<file path="src/include/pmode_pkg.sv">
package pmode_pkg;
    typedef enum logic [2:0] {
        st_run = 3'b000,
        st_save = 3'b001,
        st_idle = 3'b011,
        st_down = 3'b010,
        st_wake = 3'b110
    } pmode_state_t;

    localparam int DIV_W = 4;
    localparam logic [DIV_W-1:0] DIV_FULL = 4'h1;
    localparam int AD_W = 16;
    localparam int IO_W = 16;
    localparam int MID_N = 4;
    // numerics port block: four consecutive word ports
    localparam logic [IO_W-1:0] NPX_PORT_BASE = 16'h00f8;
    localparam int NPX_PORT_N = 4;
    localparam int NPX_PORT_SHIFT = 1;
    localparam logic [AD_W-1:0] AD_RESET = 16'h0000;
    localparam logic [MID_N-1:0] MID_RESET = 4'hf;
endpackage

</file>
<file path="src/logic/clock_gen.sv">
`timescale 1ns/1ps
module clock_gen
    import pmode_pkg::*;
(
    input wire logic mclk,
    input wire logic rstn,
    input wire logic save_mode,
    input wire logic [pmode_pkg::DIV_W-1:0] divisor,
    input wire logic core_stop,
    input wire logic all_stop,
    output logic core_clk,
    output logic periph_clk,
    output logic half_rate_clock_out
);
    import pmode_pkg::*;

    logic [DIV_W-1:0] active_div;
    logic [DIV_W-1:0] cnt;
    logic run_q;
    wire logic [DIV_W-1:0] req_div = (save_mode && divisor != '0) ? divisor : DIV_FULL;
    wire logic phase_end = (cnt >= active_div - DIV_FULL);
    wire logic hold_low = !core_clk && (core_stop || all_stop);

    // reset seen through a rising-edge flop, so the falling-edge toggle never races the pin
    always_ff @(posedge mclk) begin
        run_q <= rstn;
    end

    // falling-edge toggle keeps 50% duty regardless of input duty
    always_ff @(negedge mclk) begin
        if (!run_q) begin
            half_rate_clock_out <= 1'b0;
        end else begin
            half_rate_clock_out <= ~half_rate_clock_out;
        end
    end

    always_ff @(posedge mclk) begin
        if (!rstn) begin
            periph_clk <= 1'b0;
        end else begin
            periph_clk <= ~periph_clk & ~all_stop;
        end
    end

    // divisor only changes after a full high phase, so no runt pulses
    always_ff @(posedge mclk) begin
        if (!rstn) begin
            core_clk <= 1'b0;
            cnt <= '0;
            active_div <= DIV_FULL;
        end else if (hold_low) begin
            cnt <= '0;
        end else if (phase_end) begin
            cnt <= '0;
            core_clk <= ~core_clk;
            if (core_clk) begin
                active_div <= req_div;
            end
        end else begin
            cnt <= cnt + DIV_FULL;
        end
    end
endmodule // clock_gen

</file>
<file path="src/logic/strap_latch.sv">
`timescale 1ns/1ps
module strap_latch (
    input wire logic mclk,
    input wire logic rstn,
    input wire logic upper_memory_select_in,
    input wire logic lower_memory_select_in,
    input wire logic busy_in,
    output logic test_mode,
    output logic numerics_mode
);
    // sampled every cycle of reset; the last sample before release sticks
    always_ff @(posedge mclk) begin
        if (!rstn) begin
            test_mode <= !upper_memory_select_in && !lower_memory_select_in;
            numerics_mode <= busy_in;
        end
    end
endmodule // strap_latch

</file>
<file path="src/logic/power_mode_ctrl.sv">
`timescale 1ns/1ps
module power_mode_ctrl
    import pmode_pkg::*;
(
    input wire logic mclk,
    input wire logic rstn,
    // mode requests from the core
    input wire logic save_enable,
    input wire logic [pmode_pkg::DIV_W-1:0] save_divisor,
    input wire logic idle_req,
    input wire logic powerdown_req,
    input wire logic irq_unmasked,
    input wire logic nmi,
    input wire logic hold_ack,
    // powerdown timer pin
    input wire logic powerdown_exit_timer_pin_in,
    output logic powerdown_exit_timer_pin_out,
    output logic powerdown_exit_timer_pin_oe_n,
    // straps and coprocessor
    input wire logic busy_in,
    input wire logic upper_memory_select_in,
    input wire logic lower_memory_select_in,
    input wire logic [pmode_pkg::IO_W-1:0] io_addr,
    input wire logic io_strobe,
    input wire logic [2:0] npx_handshake,
    // chip-select unit and bus unit sources
    input wire logic [pmode_pkg::MID_N-1:0] mid_sel_src,
    input wire logic upper_sel_src,
    input wire logic lower_sel_src,
    input wire logic [pmode_pkg::AD_W-1:0] ad_src,
    input wire logic ad_src_en,
    // pins
    output logic [pmode_pkg::MID_N-1:0] mid_range_select,
    output logic [pmode_pkg::MID_N-1:0] mid_range_select_oe_n,
    output logic upper_memory_select_out,
    output logic upper_memory_select_oe_n,
    output logic lower_memory_select_out,
    output logic lower_memory_select_oe_n,
    output logic select_weak_pullup,
    output logic [pmode_pkg::AD_W-1:0] addr_data_bus_out,
    output logic addr_data_bus_oe_n,
    output logic reset_output,
    output logic reset_output_oe_n,
    output logic half_rate_clock_out,
    output logic half_rate_clock_oe_n,
    output logic crystal_enable,
    output logic crystal_drive_out_oe_n,
    // internal clocks and status
    output logic core_clk,
    output logic periph_clk,
    output logic [pmode_pkg::NPX_PORT_N-1:0] npx_port_sel,
    output logic numerics_mode,
    output logic test_mode,
    output pmode_pkg::pmode_state_t mode
);
    import pmode_pkg::*;

    pmode_state_t next_mode;
    logic [AD_W-1:0] ad_hold;
    logic [MID_N-1:0] mid_hold;
    logic upper_hold;
    logic lower_hold;
    logic half_clk;

    wire logic wake_event = irq_unmasked || nmi;
    wire logic in_save = (mode == st_save);
    wire logic in_idle = (mode == st_idle);
    wire logic in_down = (mode == st_down);
    wire logic in_wake = (mode == st_wake);
    wire logic core_stop = in_idle || in_down || in_wake;
    wire logic all_stop = in_down || in_wake;
    wire logic in_reset = !rstn;
    wire logic float_all = test_mode && !in_reset;

    // mode sequencer
    always_comb begin
        next_mode = mode;
        case (mode)
            st_run: begin
                if (powerdown_req) begin
                    next_mode = st_down;
                end else if (idle_req) begin
                    next_mode = st_idle;
                end else if (save_enable && !wake_event) begin
                    next_mode = st_save;
                end
            end
            st_save: begin
                if (wake_event || !save_enable) begin
                    next_mode = st_run;
                end else if (powerdown_req) begin
                    next_mode = st_down;
                end else if (idle_req) begin
                    next_mode = st_idle;
                end
            end
            st_idle: begin
                if (wake_event) begin
                    next_mode = st_run;
                end
            end
            st_down: begin
                if (wake_event) begin
                    next_mode = st_wake;
                end
            end
            st_wake: begin
                // board capacitor charges through the pin; resume when it reads high
                if (powerdown_exit_timer_pin_in) begin
                    next_mode = st_run;
                end
            end
            default: next_mode = st_run;
        endcase
    end

    always_ff @(posedge mclk) begin
        if (!rstn) begin
            mode <= st_run;
        end else begin
            mode <= next_mode;
        end
    end

    clock_gen u_clock_gen (
        .mclk(mclk),
        .rstn(rstn),
        .save_mode(in_save),
        .divisor(save_divisor),
        .core_stop(core_stop),
        .all_stop(all_stop),
        .core_clk(core_clk),
        .periph_clk(periph_clk),
        .half_rate_clock_out(half_clk)
    );

    strap_latch u_strap_latch (
        .mclk(mclk),
        .rstn(rstn),
        .upper_memory_select_in(upper_memory_select_in),
        .lower_memory_select_in(lower_memory_select_in),
        .busy_in(busy_in),
        .test_mode(test_mode),
        .numerics_mode(numerics_mode)
    );

    // powerdown timer pin: discharged low while down, released on wake
    assign powerdown_exit_timer_pin_out = 1'b0;
    assign powerdown_exit_timer_pin_oe_n = !in_down || float_all;

    // oscillator off in powerdown and the wake wait; drive pin never floats in test mode
    assign crystal_enable = !all_stop;
    assign crystal_drive_out_oe_n = 1'b0;

    // numerics port decode: four consecutive word ports starting at the base
    wire logic [IO_W-1:0] npx_offset = io_addr - NPX_PORT_BASE;
    wire logic npx_hit = numerics_mode && io_strobe
        && (npx_offset >> NPX_PORT_SHIFT) < IO_W'(NPX_PORT_N)
        && !npx_offset[0];
    wire logic [1:0] npx_index = npx_offset[2:1];

    always_ff @(posedge mclk) begin
        if (!rstn) begin
            npx_port_sel <= '0;
        end else begin
            npx_port_sel <= npx_hit ? (NPX_PORT_N'(1) << npx_index) : '0;
        end
    end

    // mid-range select routing; select 2 stays a chip select in both modes
    wire logic [MID_N-1:0] mid_route = numerics_mode
        ? {npx_handshake[2], mid_sel_src[2], npx_handshake[1], npx_handshake[0]}
        : mid_sel_src;

    // output registers; nothing updates while down, so state survives
    always_ff @(posedge mclk) begin
        if (!rstn) begin
            ad_hold <= AD_RESET;
            mid_hold <= MID_RESET;
            upper_hold <= 1'b1;
            lower_hold <= 1'b1;
        end else if (!all_stop) begin
            ad_hold <= ad_src_en ? ad_src : ad_hold;
            mid_hold <= mid_route;
            upper_hold <= upper_sel_src;
            lower_hold <= lower_sel_src;
        end
    end

    // reset output mirrors reset input, one flop late on release
    always_ff @(posedge mclk) begin
        if (!rstn) begin
            reset_output <= 1'b1;
        end else begin
            reset_output <= 1'b0;
        end
    end

    // per-pin state table: hold, reset, powerdown, test float
    assign addr_data_bus_out = ad_hold;
    assign addr_data_bus_oe_n = float_all || hold_ack || in_reset
        || (!ad_src_en && !in_down);
    assign mid_range_select = mid_hold;
    assign mid_range_select_oe_n = {MID_N{float_all}};
    // selects float in reset so the board can pull them for the strap
    assign upper_memory_select_out = upper_hold;
    assign lower_memory_select_out = lower_hold;
    assign upper_memory_select_oe_n = in_reset || float_all;
    assign lower_memory_select_oe_n = in_reset || float_all;
    assign select_weak_pullup = in_reset;
    assign reset_output_oe_n = float_all;
    assign half_rate_clock_out = half_clk;
    assign half_rate_clock_oe_n = float_all;
endmodule // power_mode_ctrl

</file>
<file path="config.mk">
export PLATFORM = sky130hd
export DESIGN_NAME = power_mode_ctrl
export DESIGN_NICKNAME = d
export VERILOG_FILES = /design/src/include/pmode_pkg.sv /design/src/logic/clock_gen.sv /design/src/logic/strap_latch.sv /design/src/logic/power_mode_ctrl.sv
export SDC_FILE = /design/constraint.sdc
export NUM_CORES = 1
export LEC_CHECK = 0
export ABC_AREA = 1
export BUFFER_PORTS_ARGS = -buffer_cell sky130_fd_sc_hd__buf_2
export CORE_ASPECT_RATIO = 0.9
export CORE_UTILIZATION = 46
export DETAILED_ROUTE_END_ITERATION = 7
export PLACE_DENSITY_LB_ADDON = 0.1
export SLEW_MARGIN = 15
export SYNTH_ARGS = -nofsm -noshare
export SYNTH_HDL_FRONTEND = slang
export SYNTH_HIERARCHICAL = 1
export SYNTH_SLANG_ARGS = --single-unit
</file>
<file path="constraint.sdc">
create_clock -name mclk -period 1.78 [get_ports mclk]
set_input_delay 0.089 -clock mclk [delete_from_list [all_inputs] [get_ports mclk]]
set_output_delay 0.089 -clock mclk [all_outputs]
set_load 0.05 [all_outputs]
</file>
==> impl_results.md <==
- Status: complete, but fails checks
- Failing checks: negative setup slack
- CTS H-tree lvls: 2
- Slowest CP cell: dfxtp_2
- Pins over their slew limit: 0
- Pre-CTS WS: 74.7 ps
- Comb pwr share: 49.9%
- Mapped Area: 2270 sq um
- Worst setup SP type: register
- Critical Path RT: 1690 ps
- Post-layout nets: 500
- Endpoints failing setup: 1
- Min Hold Slack: 8.00 ps
- Clock Tree Buf Depth: 2
- Fin Clk Skew: roughly 55 ps
- Library cells used by synthesis: 33
- Ys Warns: 6
- RSZ-0062 raised after global routing: yes
- Reg2reg end: u_clock_gen/cnt[0]$_SDFF_PP0_
- Rows: 23
- Ordered cell list for the critical path: buf_8
- Vias per cell: 4.57
- Top Ports: 108
- Pleak: 0.00163 uW
- Num Clock Sinks: 44
- Post-Synthesis Cells: between 300 and 400
- Clock root buffer: clkbuf_8
- DIE AREA: around 5200 sq um
- Crit-path max FO: 2
- Fin worst setup slack: -33.1 ps
- DR WL/cell: 10.3 um
- Die width: 76.1 um
- Largest net degree at the start of global routing: 30
- Sequential cell area fraction in the yosys report: between 30% and 40%
- Core ar.: 4600 sq um
- Num CTS Buffers: 5
- Top delay family on crit path: flip-flops
- Sw frac: 46.8%
- Fill cells: 438
- Final Hold Fails: 0
- Effective utilization at floorplan: 49.3%
- Critical path type: register to output port
- Layout cell share with drive strength beyond 1: 36.6%
- Number of global-route vias before repair: 1,961
- DRC: 0
- FF-to-FF Start: u_clock_gen/active_div[0]$_SDFFE_PN1P_
- WHS Path Cells: 3
- Max stage delay on crit path: 340 ps
- Synth Register Bits: 44
- Gr usage total: 20.2%
- CP arrival: 1720 ps
- Design Area, Final: 3050 sq um
- # port buffers: ~110
- Clk slew on worst S/H paths: 80 ps
- Final core utilization: 66.1%
- 1st-pass router iterations: 4
- Placed instance area: 2820 sq um
- Clock share of power: 18.5%
- Maximum vdd drop: 858 uV
- R2R Setup Slk: 70 ps
- Internal cell power: 2230 uW
- First-pass GRT wire length: about 8400 um
- Dpl hpwl: 3890 um
- Post-synthesis average cell area: 7.01 sq um
- GR Overflow Total: 0
- GP Congestion: 0.887
- Min-delay worst type: input port to register
- Seq pwr share: 31.5%
- Max-cap viol count: 0
- Net switching power: 1960 uW
- CP bufs+invs: 1
- End of the worst hold path: upper_memory_select_out$_SDFFE_PN1P_
- Antenna viol nets, final: 0
- Detailed Route WL: 5130 um
- Antenna violations before repair: 0
- # diodes: 0
- CP Capture Type: output port
- Die height: approximately 69 um
- CTS tree: built
- Clk Latency, worst-skew pair: 350 ps
- Layout area overhead: 34.0%
- R2r worst-path depth: 10
- HP Start: upper_sel_src
- Via count: 2,273
- 1st-iter DRT viols: 93
- Pwr dens: 1380 nW/um^2
## routing by layer
layer / wire length (um) / up-vias / share of wire, % / global-route usage (%)
li1: - / 1218 / - / -
met1: 2440 / 966 / 48 / 25.8
met2: 2340 / 82 / 46 / 35.1
met3: 290 / 7 / 5.7 / 4.08
met4: 58 / 0 / 1.1 / 6.73
met5: 0 / - / 0 / 0
## synth_stat cells
| library cell | instances | area share [%] |
|---|---|---|
| dfxtp_1 | 42 | 37 |
| o21ai_1 | 1 | 0.22 |
| xnor2_1 | 2 | 0.77 |
| nand2_1 | 66 | 11 |
| o211ai_1 | 4 | 1.3 |
| nor2_1 | 67 | 11 |
| edfxtp_1 | 2 | 2.6 |
| nor3_1 | 1 | 0.22 |
| nand2_2 | 3 | 0.83 |
| clkbuf_1 | 3 | 0.50 |
| nand3_1 | 22 | 4.8 |
| o21ai_0 | 22 | 4.8 |
| nand4_1 | 1 | 0.28 |
| buf_4 | 10 | 3.3 |
| a211oi_1 | 1 | 0.33 |
| or2_2 | 1 | 0.28 |
| conb_1 | 1 | 0.17 |
| nor2_2 | 6 | 1.7 |
| a21oi_2 | 1 | 0.39 |
| nand3_4 | 1 | 0.77 |
| o22ai_1 | 1 | 0.28 |
| a32oi_1 | 1 | 0.39 |
| a21oi_1 | 2 | 0.44 |
| nor3b_1 | 1 | 0.33 |
| xor2_1 | 2 | 0.77 |
| nor3_4 | 1 | 0.72 |
| o21ai_2 | 2 | 0.77 |
| ha_1 | 7 | 3.9 |
| or2_4 | 1 | 0.39 |
| inv_2 | 4 | 0.66 |
| nand2_4 | 3 | 1.5 |
| inv_1 | 40 | 6.6 |
| nor2_4 | 2 | 0.99 |
## worst min-delay path: stages
cell and delay (ps):
buf_2 70, nand2_1 40, nand3_1 60
## power by group through the flow
stage | combinational (uW) | sequential, uW | clock, uW
final | 2100 | 1320 | 777
after global placement | 1980 | 1330 | 7.03
after global routing | 2320 | 1350 | 841
after CTS | 2030 | 1310 | 803
after floorplan | 1080 | 1840 | 7.03
after detailed placement | 2010 | 1330 | 7.03
## worst max path at each step
| stage | startpoint | end | slack, ps | cells past startpoint |
|---|---|---|---|---|
| finish | u_clock_gen/half_rate_clock_out$_SDFF_NN0_ | half_rate_clock_out | -30 | 1 |
| global route | u_clock_gen/half_rate_clock_out$_SDFF_NN0_ | half_rate_clock_out | -70 | 1 |
| CTS | u_clock_gen/half_rate_clock_out$_SDFF_NN0_ | half_rate_clock_out | -30 | 1 |
| detailed placement | u_clock_gen/active_div[0]$_SDFFE_PN1P_ | u_clock_gen/cnt[3]$_SDFF_PP0_ | 70 | 10 |
| global placement | u_clock_gen/active_div[0]$_SDFFE_PN1P_ | u_clock_gen/cnt[3]$_SDFF_PP0_ | 120 | 10 |
| floorplan | mode[1]$_SDFFE_PN0P_ | powerdown_exit_timer_pin_oe_n | 8 | 4 |
## final cells by class
cell class | count | area (sq um) | share of cell area [%]
Clock buffer | 5 | 68.8 | 2.26
Clock inverter | 4 | 50.0 | 1.64
Inverter | 43 | 161 | 5.30
Multi-Input combinational cell | 224 | 1160 | 38.1
Sequential cell | 44 | 907 | 29.8
Tap cell | 62 | 77.6 | 2.55
Timing Repair Buffer | 115 | 621 | 20.4
## cell usage in the layout, fill, tap and decap left out, types with 6 or more instances in the layout
cell type / instances
buf_2: 104
nand2_1: 66
nor2_1: 65
inv_1: 37
dfxtp_1: 37
o21ai_0: 21
nand3_1: 21
nor2_2: 8
inv_2: 7
ha_1: 6
buf_4: 6
## cells by family (layout without fill, tap and decap cells)
logic type               after synthesis  after routing  share of synthesized area, %
AO/OA/AOI/OAI                         35             35                          8.98
XOR/XNOR                               4              4                          1.54
adder cells (fa/ha/maj)                7              7                          3.85
buffers and inverters                 57            167                          11.1
flip-flops                            44             44                          39.6
other                                  1              2                         0.165
AND/OR/NAND/NOR                      176            176                          34.7
## metrics by stage
step | power [uW] | std cells | TNS [ps]
finish | 4190 | 497 | -33.1
global route | 4510 | 497 | -172
CTS | 4140 | 494 | -32.5
detailed placement | 3350 | 481 | 0
global placement | 3320 | 481 | 0
floorplan | 2930 | 325 | 0
## state kept, by name, indices dropped and copies added (netlist names)
| register | cells |
|---|---|
| reset_output | 1 |
| upper_memory_select_out | 1 |
| npx_port_sel | 4 |
| lower_memory_select_out | 1 |
| mid_range_select | 4 |
| mode | 3 |
| u_clock_gen/half_rate_clock_out | 1 |
| u_strap_latch/numerics_mode | 1 |
| u_strap_latch/test_mode | 1 |
| u_clock_gen/active_div | 4 |
| u_clock_gen/run_q | 1 |
| u_clock_gen/periph_clk | 1 |
| addr_data_bus_out | 16 |
| u_clock_gen/core_clk | 1 |
| u_clock_gen/cnt | 4 |
## timing repair
| item | CTS | global route |
|---|---|---|
| resized for setup | 4 | 12 |
| pin swaps | 0 | 7 |
| setup endpoints to repair | 1 | 12 |
| hold buffers | 4 | 0 |
| hold endpoints to repair | 5 | 0 |
| setup buffers | 1 | 3 |
| gates cloned | 0 | 0 |
No activity file was read; power rests on OpenSTA's default activity.
